### src/pdrc_pkg.sv
package pdrc_pkg;

  // ------------------------------------------------------------
  // register map
  // ------------------------------------------------------------
  localparam logic [7:0] ADDR_SLEEP_CTRL = 8'h00;
  localparam logic [7:0] ADDR_VM_CTRL = 8'h04;
  localparam logic [7:0] ADDR_STATUS = 8'h08;
  localparam logic [7:0] SLEEP_CTRL_RST = 8'h00;
  localparam logic [7:0] VM_CTRL_RST = 8'h00;

  // sleep control fields
  localparam int SE_BIT = 0;
  localparam int SM_LSB = 1;
  localparam logic [2:0] SM_IDLE = 3'h0;
  localparam logic [2:0] SM_NOISE = 3'h1;
  localparam logic [2:0] SM_PDOWN = 3'h2;

  // voltage monitor control fields
  localparam int STAY_ON_BIT = 0;
  localparam int BOD_EN_BIT = 1;
  localparam int TS_EN_BIT = 2;
  localparam int WDT_EN_BIT = 3;
  localparam int SLOW_OSC_BIT = 4;
  localparam int LEVEL0_BIT = 5;
  localparam int LEVEL1_BIT = 6;

  // wake source vector positions
  localparam int W_LF = 0;
  localparam int W_EXT_IRQ_ZERO = 1;
  localparam int W_EXT_IRQ_ONE = 2;
  localparam int W_PCH = 3;
  localparam int W_VM = 4;
  localparam int W_TS = 5;
  localparam int W_BOD = 6;
  localparam int W_OTHER = 7;

  // ------------------------------------------------------------
  // timing
  // ------------------------------------------------------------
  localparam int CLK_PERIOD_NS = 10;
  localparam int RST_MIN_US = 2;
  localparam int RST_MIN_CYC = (RST_MIN_US * 1000 + CLK_PERIOD_NS - 1) / CLK_PERIOD_NS;
  localparam int HALT_CYC = 4;
  localparam int TOUT_NS_0 = 160;
  localparam int TOUT_NS_1 = 640;
  localparam int TOUT_NS_2 = 2560;
  localparam int TOUT_NS_3 = 10240;
  localparam int TOUT_CYC_0 = TOUT_NS_0 / CLK_PERIOD_NS;
  localparam int TOUT_CYC_1 = TOUT_NS_1 / CLK_PERIOD_NS;
  localparam int TOUT_CYC_2 = TOUT_NS_2 / CLK_PERIOD_NS;
  localparam int TOUT_CYC_3 = TOUT_NS_3 / CLK_PERIOD_NS;

  // bus answers
  localparam logic [1:0] RESP_OKAY = 2'h0;
  localparam logic [1:0] RESP_SLVERR = 2'h2;

  typedef enum logic [2:0] {ST_RUN, ST_LIGHT, ST_PDOWN, ST_WAKE, ST_HALT} pdrc_state_e;

endpackage

### src/pdrc_top.sv
// Contract
// - sleep with mode 010 and sleep enable set enters power-down
// - power-down stops fast oscillator, external clock, monitor, brown-out unless kept on
// - power-down wakes only on resets, receiver start, level irqs, pin change
// - power-down gates every generated clock except the enabled slow oscillator
// - power-down wake waits the fuse-selected start-up period
// - in noise reduction and power-down, irq lines wake only as level
// - monitor, thermal and brown-out wake power-down only when kept on
// - reset loads I/O initial values; release starts fetch at reset vector
// - I/O ports reset at once by any source, without a clock
// - internal reset stretched by fuse-selected delay counter after all release
// - five reset sources: power-on, pin, watchdog, brown-out, temperature
// - pin low for 2 us gives reset; partner holds it that long
// - watchdog expiry resets only while watchdog enabled
// - brown-out resets only while detection enabled
// - over-temperature resets only while shutdown enabled
// - power-on rise starts delay; supply fall re-asserts reset at once
// - pin high starts delay counter; release after time-out
// - interrupt wake halts four cycles beyond start-up, then resumes
// - watchdog gives one-cycle reset pulse; delay starts at its end
//
// Added by the designer: the register addresses and register access over AXI4-Lite.
`timescale 1ns/10ps
`default_nettype none
module pdrc_top
  import pdrc_pkg::*;
(
  // clock and reset
  input wire logic aclk,
  input wire logic aresetn,
  // axi4-lite slave
  input wire logic [7:0] s_axi_awaddr,
  input wire logic s_axi_awvalid,
  output logic s_axi_awready,
  input wire logic [31:0] s_axi_wdata,
  input wire logic [3:0] s_axi_wstrb,
  input wire logic s_axi_wvalid,
  output logic s_axi_wready,
  output logic [1:0] s_axi_bresp,
  output logic s_axi_bvalid,
  input wire logic s_axi_bready,
  input wire logic [7:0] s_axi_araddr,
  input wire logic s_axi_arvalid,
  output logic s_axi_arready,
  output logic [31:0] s_axi_rdata,
  output logic [1:0] s_axi_rresp,
  output logic s_axi_rvalid,
  input wire logic s_axi_rready,
  // reset sources
  input wire logic por_low,
  input wire logic reset_pin_n,
  input wire logic wdt_expire,
  input wire logic bod_below,
  input wire logic temp_over,
  // wake sources and cpu
  input wire logic [7:0] wake_irq,
  input wire logic sleep_instr,
  // fuses
  input wire logic [1:0] startup_time_fuse,
  input wire logic [1:0] clock_source_fuse,
  // reset outputs
  output logic core_reset,
  output logic io_port_reset,
  output logic vector_fetch,
  // cpu and clock control
  output logic cpu_halt,
  output logic resume_pulse,
  output logic fast_rc_enable,
  output logic ext_clock_enable,
  output logic voltage_monitor_enable,
  output logic bod_active,
  output logic gen_clock_enable,
  output logic slow_clock_enable
);

  // ------------------------------------------------------------
  // declarations
  // ------------------------------------------------------------
  logic [7:0] sleep_ctrl_reg;
  logic [7:0] vm_ctrl_reg;
  logic [3:0] src_meta_reg;
  logic [3:0] src_sync_reg;
  logic [7:0] wake_meta_reg;
  logic [7:0] wake_sync_reg;
  logic [7:0] pin_cnt_reg;
  logic wdt_pulse_reg;
  logic [11:0] tout_cnt_reg;
  logic core_reset_reg;
  logic vector_fetch_reg;
  logic [11:0] wake_cnt_reg;
  logic [1:0] halt_cnt_reg;
  logic resume_reg;
  pdrc_state_e state_reg;
  pdrc_state_e state_next;
  logic [11:0] period;
  logic pin_rst;
  logic por_s;
  logic bod_s;
  logic temp_s;
  logic rst_req;
  logic wake_pd;
  logic wake_light;
  logic stay_on;
  logic wr_go;
  logic wr_hit;
  logic rd_hit;
  logic [31:0] rd_val;

  assign stay_on = vm_ctrl_reg[STAY_ON_BIT];

  // ------------------------------------------------------------
  // synchronisers for pins and analog monitors
  // ------------------------------------------------------------
  always_ff @(posedge aclk)
  begin
    if (!aresetn)
    begin
      src_meta_reg <= 4'h2;
      src_sync_reg <= 4'h2;
      wake_meta_reg <= 8'h00;
      wake_sync_reg <= 8'h00;
    end
    else
    begin
      src_meta_reg <= {temp_over, bod_below, reset_pin_n, por_low};
      src_sync_reg <= src_meta_reg;
      wake_meta_reg <= wake_irq;
      wake_sync_reg <= wake_meta_reg;
    end
  end
  assign por_s = src_sync_reg[0];
  assign bod_s = src_sync_reg[2];
  assign temp_s = src_sync_reg[3];

  // ------------------------------------------------------------
  // reset sources and delay counter
  // ------------------------------------------------------------
  // pin low filter
  // pulses shorter than the minimum width may still reset the ports only
  always_ff @(posedge aclk)
  begin
    if (!aresetn)
      pin_cnt_reg <= 8'h00;
    else if (src_sync_reg[1])
      pin_cnt_reg <= 8'h00;
    else if (pin_cnt_reg != 8'(RST_MIN_CYC))
      pin_cnt_reg <= pin_cnt_reg + 8'h01;
  end
  assign pin_rst = (pin_cnt_reg == 8'(RST_MIN_CYC));

  always_ff @(posedge aclk)
  begin
    if (!aresetn)
      wdt_pulse_reg <= 1'b0;
    else
      wdt_pulse_reg <= wdt_expire && vm_ctrl_reg[WDT_EN_BIT] && !wdt_pulse_reg;
  end

  assign rst_req = por_s || pin_rst || wdt_pulse_reg || (bod_s && bod_active)
                   || (temp_s && vm_ctrl_reg[TS_EN_BIT]);

  always_comb
  begin
    unique case (startup_time_fuse)
      2'h0: period = 12'(TOUT_CYC_0);
      2'h1: period = 12'(TOUT_CYC_1);
      2'h2: period = 12'(TOUT_CYC_2);
      2'h3: period = 12'(TOUT_CYC_3);
    endcase
    if (clock_source_fuse[0])
      period = {period[10:0], 1'b0};
  end

  // supply fall asserts reset on the third edge, through the two-stage synchroniser, no delay
  // counting starts once every reset source is idle again
  always_ff @(posedge aclk)
  begin
    if (!aresetn)
    begin
      tout_cnt_reg <= 12'h000;
      core_reset_reg <= 1'b1;
      vector_fetch_reg <= 1'b0;
    end
    else
    begin
      if (rst_req)
        tout_cnt_reg <= period;
      else if (tout_cnt_reg != 12'h000)
        tout_cnt_reg <= tout_cnt_reg - 12'h001;
      core_reset_reg <= rst_req || (tout_cnt_reg != 12'h000);
      // fetch from reset vector at release
      vector_fetch_reg <= core_reset_reg && !rst_req && (tout_cnt_reg == 12'h000);
    end
  end
  assign core_reset = core_reset_reg;
  assign vector_fetch = vector_fetch_reg;

  // port reset from the raw sources, which need no clock, and from the stretched core reset
  // a disabled watchdog is no reset source, so its expiry must not touch the ports
  assign io_port_reset = por_low || !reset_pin_n || (wdt_expire && vm_ctrl_reg[WDT_EN_BIT]) || core_reset_reg
                         || (bod_below && bod_active) || (temp_over && vm_ctrl_reg[TS_EN_BIT]);

  // ------------------------------------------------------------
  // sleep state machine
  // ------------------------------------------------------------
  // power-down wake set
  // irq lines only when configured as level
  // monitor, thermal, brown-out only when kept on
  // a level must survive the synchroniser to be seen
  assign wake_pd = wake_sync_reg[W_LF] || wake_sync_reg[W_PCH]
                   || (wake_sync_reg[W_EXT_IRQ_ZERO] && vm_ctrl_reg[LEVEL0_BIT])
                   || (wake_sync_reg[W_EXT_IRQ_ONE] && vm_ctrl_reg[LEVEL1_BIT])
                   || (stay_on && (wake_sync_reg[W_VM] || wake_sync_reg[W_TS] || wake_sync_reg[W_BOD]));
  assign wake_light = (sleep_ctrl_reg[3:1] == SM_NOISE) ? (wake_pd || wake_sync_reg[W_OTHER]
                      || wake_sync_reg[W_VM] || wake_sync_reg[W_TS] || wake_sync_reg[W_BOD]) : (|wake_sync_reg);

  always_comb
  begin
    state_next = state_reg;
    unique case (state_reg)
      ST_RUN:
        if (sleep_instr && sleep_ctrl_reg[SE_BIT])
          state_next = (sleep_ctrl_reg[3:1] == SM_PDOWN) ? ST_PDOWN : ST_LIGHT;
      ST_LIGHT:
        if (wake_light)
          state_next = ST_HALT;
      ST_PDOWN:
        if (wake_pd)
          state_next = ST_WAKE;
      ST_WAKE:
        if (wake_cnt_reg == 12'h000)
          state_next = ST_HALT;
      ST_HALT:
        if (halt_cnt_reg == 2'h0)
          state_next = ST_RUN;
    endcase
  end

  // reset sources override sleep: the core restarts from the vector instead
  always_ff @(posedge aclk)
  begin
    if (!aresetn || rst_req)
      state_reg <= ST_RUN;
    else
      state_reg <= state_next;
  end

  always_ff @(posedge aclk)
  begin
    if (!aresetn)
    begin
      wake_cnt_reg <= 12'h000;
      halt_cnt_reg <= 2'h0;
      resume_reg <= 1'b0;
    end
    else
    begin
      if (state_reg == ST_PDOWN)
        wake_cnt_reg <= period;
      else if (wake_cnt_reg != 12'h000)
        wake_cnt_reg <= wake_cnt_reg - 12'h001;
      if (state_reg != ST_HALT)
        halt_cnt_reg <= 2'(HALT_CYC - 1);
      else if (halt_cnt_reg != 2'h0)
        halt_cnt_reg <= halt_cnt_reg - 2'h1;
      resume_reg <= (state_reg == ST_HALT) && (halt_cnt_reg == 2'h0) && !rst_req;
    end
  end
  assign resume_pulse = resume_reg;
  assign cpu_halt = (state_reg != ST_RUN);

  // fast and external oscillators stop in power-down, monitors too unless kept on
  // only the slow clock survives power-down
  assign fast_rc_enable = (state_reg != ST_PDOWN);
  assign ext_clock_enable = (state_reg != ST_PDOWN);
  assign gen_clock_enable = (state_reg != ST_PDOWN);
  assign voltage_monitor_enable = (state_reg != ST_PDOWN) || stay_on;
  assign bod_active = vm_ctrl_reg[BOD_EN_BIT] && ((state_reg != ST_PDOWN) || stay_on);
  assign slow_clock_enable = vm_ctrl_reg[SLOW_OSC_BIT];

  // ------------------------------------------------------------
  // axi4-lite slave
  // ------------------------------------------------------------
  // address and data are taken together; a waiting master loses nothing
  assign s_axi_awready = s_axi_awvalid && s_axi_wvalid && !s_axi_bvalid;
  assign s_axi_wready = s_axi_awready;
  assign wr_go = s_axi_awready;
  assign wr_hit = (s_axi_awaddr == ADDR_SLEEP_CTRL) || (s_axi_awaddr == ADDR_VM_CTRL);
  assign s_axi_arready = !s_axi_rvalid;
  assign rd_hit = (s_axi_araddr == ADDR_SLEEP_CTRL) || (s_axi_araddr == ADDR_VM_CTRL)
                  || (s_axi_araddr == ADDR_STATUS);

  // control registers, low byte lane only
  always_ff @(posedge aclk)
  begin
    if (!aresetn)
    begin
      sleep_ctrl_reg <= SLEEP_CTRL_RST;
      vm_ctrl_reg <= VM_CTRL_RST;
    end
    else if (wr_go && s_axi_wstrb[0])
    begin
      if (s_axi_awaddr == ADDR_SLEEP_CTRL)
        sleep_ctrl_reg <= {4'h0, s_axi_wdata[3:0]};
      if (s_axi_awaddr == ADDR_VM_CTRL)
        vm_ctrl_reg <= {1'b0, s_axi_wdata[6:0]};
    end
  end

  // write response
  always_ff @(posedge aclk)
  begin
    if (!aresetn)
    begin
      s_axi_bvalid <= 1'b0;
      s_axi_bresp <= RESP_OKAY;
    end
    else if (wr_go)
    begin
      s_axi_bvalid <= 1'b1;
      s_axi_bresp <= wr_hit ? RESP_OKAY : RESP_SLVERR;
    end
    else if (s_axi_bready)
      s_axi_bvalid <= 1'b0;
  end

  // status view of the block's own state
  always_comb
  begin
    rd_val = 32'h0000_0000;
    if (s_axi_araddr == ADDR_SLEEP_CTRL)
      rd_val = {24'h00_0000, sleep_ctrl_reg};
    else if (s_axi_araddr == ADDR_VM_CTRL)
      rd_val = {24'h00_0000, vm_ctrl_reg};
    else if (s_axi_araddr == ADDR_STATUS)
      rd_val = {15'h0000, core_reset_reg, wake_sync_reg, 5'h00, 3'(state_reg)};
  end

  // read response
  always_ff @(posedge aclk)
  begin
    if (!aresetn)
    begin
      s_axi_rvalid <= 1'b0;
      s_axi_rdata <= 32'h0000_0000;
      s_axi_rresp <= RESP_OKAY;
    end
    else if (s_axi_arvalid && s_axi_arready)
    begin
      s_axi_rvalid <= 1'b1;
      s_axi_rdata <= rd_val;
      s_axi_rresp <= rd_hit ? RESP_OKAY : RESP_SLVERR;
    end
    else if (s_axi_rready)
      s_axi_rvalid <= 1'b0;
  end
endmodule
`default_nettype wire

### config.mk
export PLATFORM = sky130hd
export DESIGN_NAME = pdrc_top
export DESIGN_NICKNAME = d
export VERILOG_FILES = /design/src/pdrc_pkg.sv /design/src/pdrc_top.sv
export SDC_FILE = /design/constraint.sdc
export NUM_CORES = 1
export LEC_CHECK = 0
export BUFFER_PORTS_ARGS = -buffer_cell sky130_fd_sc_hd__buf_2
export CORE_ASPECT_RATIO = 0.5
export CORE_MARGIN = 3
export CORE_UTILIZATION = 52
export CTS_CLUSTER_DIAMETER = 120
export CTS_CLUSTER_SIZE = 25
export DETAILED_ROUTE_END_ITERATION = 8
export GPL_TIMING_DRIVEN = 0
export PLACE_DENSITY = 0.84
export SLEW_MARGIN = 15
export SYNTH_ARGS = -nofsm -noshare
export SYNTH_HDL_FRONTEND = slang
export SYNTH_SLANG_ARGS = --single-unit
### constraint.sdc
create_clock -name aclk -period 2.15 [get_ports aclk]
set_clock_uncertainty 0.2 [all_clocks]
set_input_delay 0 -clock aclk [delete_from_list [all_inputs] [get_ports aclk]]
set_output_delay 0 -clock aclk [all_outputs]
set_load 0.02 [all_outputs]
==> reports/metrics.cfg, run 1 <==
[grt]
antenna_found_initial=0
first_global_vias=3926
grt_pass1_wl_mm=18.45
grt_max_degree=16
grt_overflow=0
track_usage_pct=24.06

[detailed_routing]
dr.pass1.iters=5
drt-wirelength-per-cell_um=15.58
vias_per_cell=5.445
ant_nets=0
drt_iter0_drc=398
drc=0
routed_wl_mm=11.58
vias=4046

[floorplanning]
die_y_um=70.49
fp.coreArea_um2=7680
start_util_pct=56.32
rows=22
die_w_um=135.0
die_area_um2=9515
ios=129

[synthesis]
synth_ff_type=dfxtp_1
netlist_area_um2=4325
synth_edf_count=0
synth_area_leaders=dfxtp_1 (44%), nor2_1 (6.0%), mux2i_1 (4.9%), buf_4 (4.0%), and2_1 (3.3%)
synth_top_cell_area_share_pct=44.43
yosysWarnings=0
ys_async_sr_fraction_pct=0
synth_cell_types=63
synth_top_area_cell=dfxtp_1
yosys-top-cells-count=dfxtp_1 (96), nor2_1 (69), nand2_1 (29)
synthCells=478
seq_area_frac_synth_pct=44.43
avgSynthCellArea_um2=9.049
yosysMostFrequentCell=dfxtp_1
ys_seq_elements=96

[timing]
fmax_mhz=469.6
min_period_ns=2.130
maxSlewViolCount=0
relSlewSlack_pct=49.40
period_share_pct=99.05
setup_viol=0
whs_ns=0.01541
hold_violations=0
tightest_slew_ns=0.7590

[power_and_ir_drop]
p_per_area_nw_per_um2=1000
irDropWorstVdd_mv=0.5300
p_total_mw=5.760
power.leakage_nw=2.573

[placement]
port-buffer-count=79
gp_congestion=0.8276
dp_hpwl_mm=7.661

[clocking]
clock-root-buffer=clkbuf_16
clock_path_buffers=2
cts_tree=done
htree_levels=3
insertion_delay_ns=0.34
cts_buffers=9
clk_pin_slew_ns=0.06
clock_sinks=96

[outcome]
outcome=finished clean

[finish]
area_delta_synth_final_pct=33.15
fillers=512
largest_reg_flops=16
fin_nets=713
drive_gt1_share_pct=24.25
n_antenna_cell=0

[worst_hold_path]
hp-class=in2reg
whs_path_depth=3

[setup_path]
worstSetupPathType=in2reg
crit_fanout=10
r2r_cells=7
worstSetupEndpointType=flop
critPathRequiredTime_ns=2.18
start_kind=primary input
crit_arrival_ns=2.15

[job]
max_cap_violations=0

==> cells by family (layout without fill, tap and decap cells) <==
| kind of cell | Yosys count | after routing | synth area share (%) |
|---|---|---|---|
| AND/OR/NAND/NOR | 204 | 204 | 25.80 |
| flip-flops | 96 | 96 | 44.43 |
| AO/OA/AOI/OAI | 76 | 76 | 12.01 |
| buffers and inverters | 55 | 195 | 7.203 |
| multiplexers | 23 | 23 | 5.380 |
| XOR/XNOR | 18 | 18 | 3.645 |
| adder cells (fa/ha/maj) | 5 | 5 | 1.446 |
| other | 1 | 18 | 0.08670 |
==> cell usage in the layout (no fill, tap or decap), drive strengths merged, types with 3 or more instances in the layout <==
cell	instances
a211oi	10
a21oi	19
a22oi	12
a32oi	4
and2	23
and3	8
buf	113
bufinv	3
clkbuf	25
conb	18
dfxtp	96
dlygate4sd3	38
ha	5
inv	13
mux2i	21
nand2	29
nand2b	8
nand3	12
nand3b	4
nand4	6
nor2	69
nor2b	4
nor3	11
nor3b	6
nor4	8
o21a	3
o21ai	10
or3	5
xnor2	10
xor2	8
==> metrics by stage <==
| stage | cells | util (%) | setup WS, ns | setup TNS (ns) | cell area, µm² |
|---|---|---|---|---|---|
| 2_1_floorplan | 495 | - | 0.2178 | 0 | 4389 |
| 4_1_cts | 735 | 73.80 | 0.003023 | 0 | 5668 |
| 3_5_place_dp | 682 | 64.06 | -0.01670 | -0.02858 | 4920 |
| 6_report | 743 | 74.99 | 0.02042 | 0 | 5759 |
| 5_1_grt | 743 | 74.99 | -0.01076 | -0.01772 | 5759 |
| 3_3_place_gp | 682 | 64.06 | -0.01426 | -0.02501 | 4920 |
==> final cells by class <==
| type | instances | area [µm²] | area share [%] |
|---|---|---|---|
| Multi-Input combinational cell | 344 | 2207 | 38.32 |
| Buffer | 40 | 245.2 | 4.258 |
| Sequential cell | 96 | 1929 | 33.50 |
| Tap cell | 108 | 135.1 | 2.346 |
| Clock buffer | 10 | 239.0 | 4.149 |
| Inverter | 14 | 55.05 | 0.9559 |
| Timing Repair Buffer | 126 | 843.3 | 14.64 |
| Clock inverter | 5 | 105.1 | 1.825 |
==> repair_timing <==
item / in CTS / in global routing
gates resized for setup: 5 / 11
setup buffers: 0 / 9
hold endpoints to repair: 45 / 0
pin swaps: 0 / 3
hold buffers: 38 / 0
setup endpoints to repair: 6 / 15
==> worst paths after layout <==
| check | start | endpoint | slack, ns |
|---|---|---|---|
| max | aresetn | s_axi_rvalid$_SDFFE_PN0P_ | 0.02 |
| min | aresetn | src_sync_reg[1]$_SDFF_PN1_ | 0.02 |
| min reg2reg | src_meta_reg[1]$_SDFF_PN1_ | src_sync_reg[1]$_SDFF_PN1_ | 0.21 |
| max reg2reg | pin_cnt_reg[0]$_SDFFE_PP0N_ | tout_cnt_reg[4]$_SDFFE_PN0P_ | 0.09 |
==> power breakdown <==
part           switching, mW  internal (mW)
clock network          0.655           1.16
registers              0.217           1.99
logic                  0.917          0.826
==> per-layer routing <==
| layer | part of all wire [%] | up-vias | GRT usage (%) | wire (µm) |
|---|---|---|---|---|
| li1 | - | 1939 | - | - |
| met1 | 43 | 1875 | 30.12 | 4990 |
| met2 | 46 | 202 | 40.51 | 5365 |
| met3 | 8.5 | 30 | 6.187 | 983 |
| met4 | 2.1 | 0 | 8.156 | 238 |
| met5 | 0 | - | 0 | 0 |
==> critical path, stage by stage <==
cell	delay, ns
buf_2	0.12
dlygate4sd3_1	0.57
clkinv_1	0.18
clkbuf_1	0.61
a211oi_1	0.08
dlygate4sd3_1	0.59
Power figures use the tool's default switching activity.
==> inputs of run 2 (changes only) <==
CORE_MARGIN = 5   (was 3)
CTS_BUF_LIST = sky130_fd_sc_hd__clkbuf_4 sky130_fd_sc_hd__clkbuf_8 sky130_fd_sc_hd__clkbuf_16   (was unset)
==> reports/metrics.cfg, run 2 (synthesized netlist as in run 1, its figures left out) <==
[finish]
drive_gt1_share_pct=23.67  ; -0.58 points
layout_common_cells=dfxtp_1 (94), buf_2 (80), nor2_1 (69)
seq_area_um2=1924  ; -0.26%
final_cell_area_um2=5751  ; -0.15%
largest_reg_flops=16  ; unchanged
fillers=551  ; +7.6%
final_util_pct=71.37  ; -3.6 points
area_delta_synth_final_pct=32.95
fin_nets=716  ; +0.42%
final_common_cell=dfxtp_1
multi_input_area_um2=2196  ; -0.51%

[clocking]
clk_pin_slew_ns=0.07  ; about the same
clock-root-buffer=clkbuf_16
cts_buffers=9  ; unchanged
cts_tree=done
clock_path_buffers=2  ; unchanged
htree_levels=3  ; unchanged
insertion_delay_ns=0.34  ; about the same
clock_sinks=96  ; unchanged

[setup_path]
cp_slowest_cell=nor4b_4
max_stage_delay_ns=0.36  ; -0.25 ns
critPathRequiredTime_ns=2.18  ; about the same
cpLargestDelayFamily=simple AND/OR/NAND/NOR gates
worstSetupEndpointType=flop
critPathBufInv=1  ; -4
start_kind=flop
crit_arrival_ns=2.13  ; -0.02 ns
worstSetupPathType=reg2reg
critPathMostFrequentCell=nand3_1
crit_chain=inv_1 > ha_1 > nor4b_4 > nand3_1 > nand3_1 > nor3b_1 > nor3_1
crit_fanout=7  ; -3

[placement]
dp_hpwl_mm=7.883  ; +2.9%
place_area_um2=4925  ; +0.10%
port-buffer-count=79  ; unchanged
gp_congestion=0.8342  ; +0.80%

[floorplanning]
ios=129  ; unchanged
die_w_um=139.0  ; +3.0%
die_y_um=74.49  ; +5.7%
start_util_pct=53.68  ; -2.6 points
rows=23  ; +4.5%
fp.coreArea_um2=8058  ; +4.9%
die_area_um2=10350  ; +8.8%

[timing]
hold_violations=0  ; unchanged
whs_ns=0.01048  ; -0.004930 ns
fmax_mhz=476.7  ; +1.5%
relSlewSlack_pct=59.44  ; +10 points
setup_viol=0  ; unchanged
period_share_pct=97.57  ; -1.5 points
rsz0062_at_grt=true
min_period_ns=2.098  ; -0.03177 ns
maxSlewViolCount=0  ; unchanged
tightest_slew_ns=0.6084  ; -0.1506 ns

[detailed_routing]
ant_nets=0  ; unchanged
drc=0  ; unchanged
dr.pass1.iters=5  ; unchanged
routed_wl_mm=11.93  ; +3.0%
drt-wirelength-per-cell_um=15.88  ; +1.9%
drt_iter0_drc=442  ; +11%
vias_per_cell=5.405  ; -0.75%
vias=4059  ; +0.32%

[grt]
grt_max_degree=16  ; unchanged
grt_overflow=0  ; unchanged
grt_pass1_wl_mm=19.10  ; +3.5%
antenna_found_initial=1  ; +1
track_usage_pct=22.82  ; -1.2 points
first_global_vias=3980  ; +1.4%

[job]
max_cap_violations=0  ; unchanged

[worst_hold_path]
hp-class=in2reg

[power_and_ir_drop]
power.leakage_nw=2.581  ; +0.31%
p_per_area_nw_per_um2=959.8  ; -4.0%
irDropWorstVdd_mv=0.4489  ; -15%

[outcome]
outcome=finished clean

[run 2: layout make-up]
class                      instances  area share (%)
clock inverter                     5           1.001
multi-input combinational        344           38.19
clock buffer                      10           4.156
antenna                            1         0.04352
buffer                            40           4.482
sequential                        96           33.46
inverter                          14          0.9574
tap                              112           2.437
timing repair buffer             129           15.27
[run 2: worst paths after layout]
check / start / end / slack, ns / depth (start not counted)
min: s_axi_awaddr[2] / vm_ctrl_reg[5]$_SDFFE_PN0P_ / 0.01 / 4
min reg2reg: src_meta_reg[1]$_SDFF_PN1_ / src_sync_reg[1]$_SDFF_PN1_ / 0.21 / 1
max: wake_cnt_reg[0]$_SDFFE_PN0P_ / state_reg[1]$_SDFFE_PP0P_ / 0.05 / 7
max reg2reg: wake_cnt_reg[0]$_SDFFE_PN0P_ / state_reg[1]$_SDFFE_PP0P_ / 0.05 / 7
[run 2: power by group]
part | total [mW] | switching, mW | leakage, nW | internal, mW
clock | 1.59 | 0.667 | 0.137 | 0.924
combinational | 1.73 | 0.911 | 1.66 | 0.818
sequential | 2.20 | 0.211 | 0.786 | 1.99
total | 5.52 | 1.79 | 2.58 | 3.73
[run 2: per-layer routing]
layer | vias to the layer above | track usage, % | wire (µm)
met5 | - | 0 | 0
met4 | 0 | 9.111 | 293
met3 | 32 | 5.652 | 911
met2 | 168 | 40.30 | 5677
met1 | 1918 | 27.57 | 5045
li1 | 1941 | - | -
[run 2: per-stage QoR]
stage | std cells | TNS [ns] | power, mW | setup slack (ns)
after floorplan | 495 | 0 | 3.427 | 0.2178
after global placement | 686 | 0 | 3.708 | 0.003432
after detailed placement | 686 | -0.07163 | 3.773 | -0.03726
after CTS | 743 | 0 | 5.420 | 0.008804
after global routing | 751 | -0.08725 | 5.811 | -0.03590
final | 751 | 0 | 5.519 | 0.05218
[run 2: worst reg2reg max path, cell delays in order (launching register included)]
cell and delay (ns):
dfxtp_1 0.33, inv_1 0.09, ha_1 0.22, nor4b_4 0.36, nand3_1 0.30, nand3_1 0.19
nor3b_1 0.22, nor3_1 0.07
[run 2: repair_timing]
action / CTS / global route
endpoints found under the setup margin: 4 / 31
resized for setup: 2 / 12
hold endpoints to repair: 45 / 0
hold buffers: 42 / 0
pin swaps: 0 / 2
buffers inserted: 0 / 8
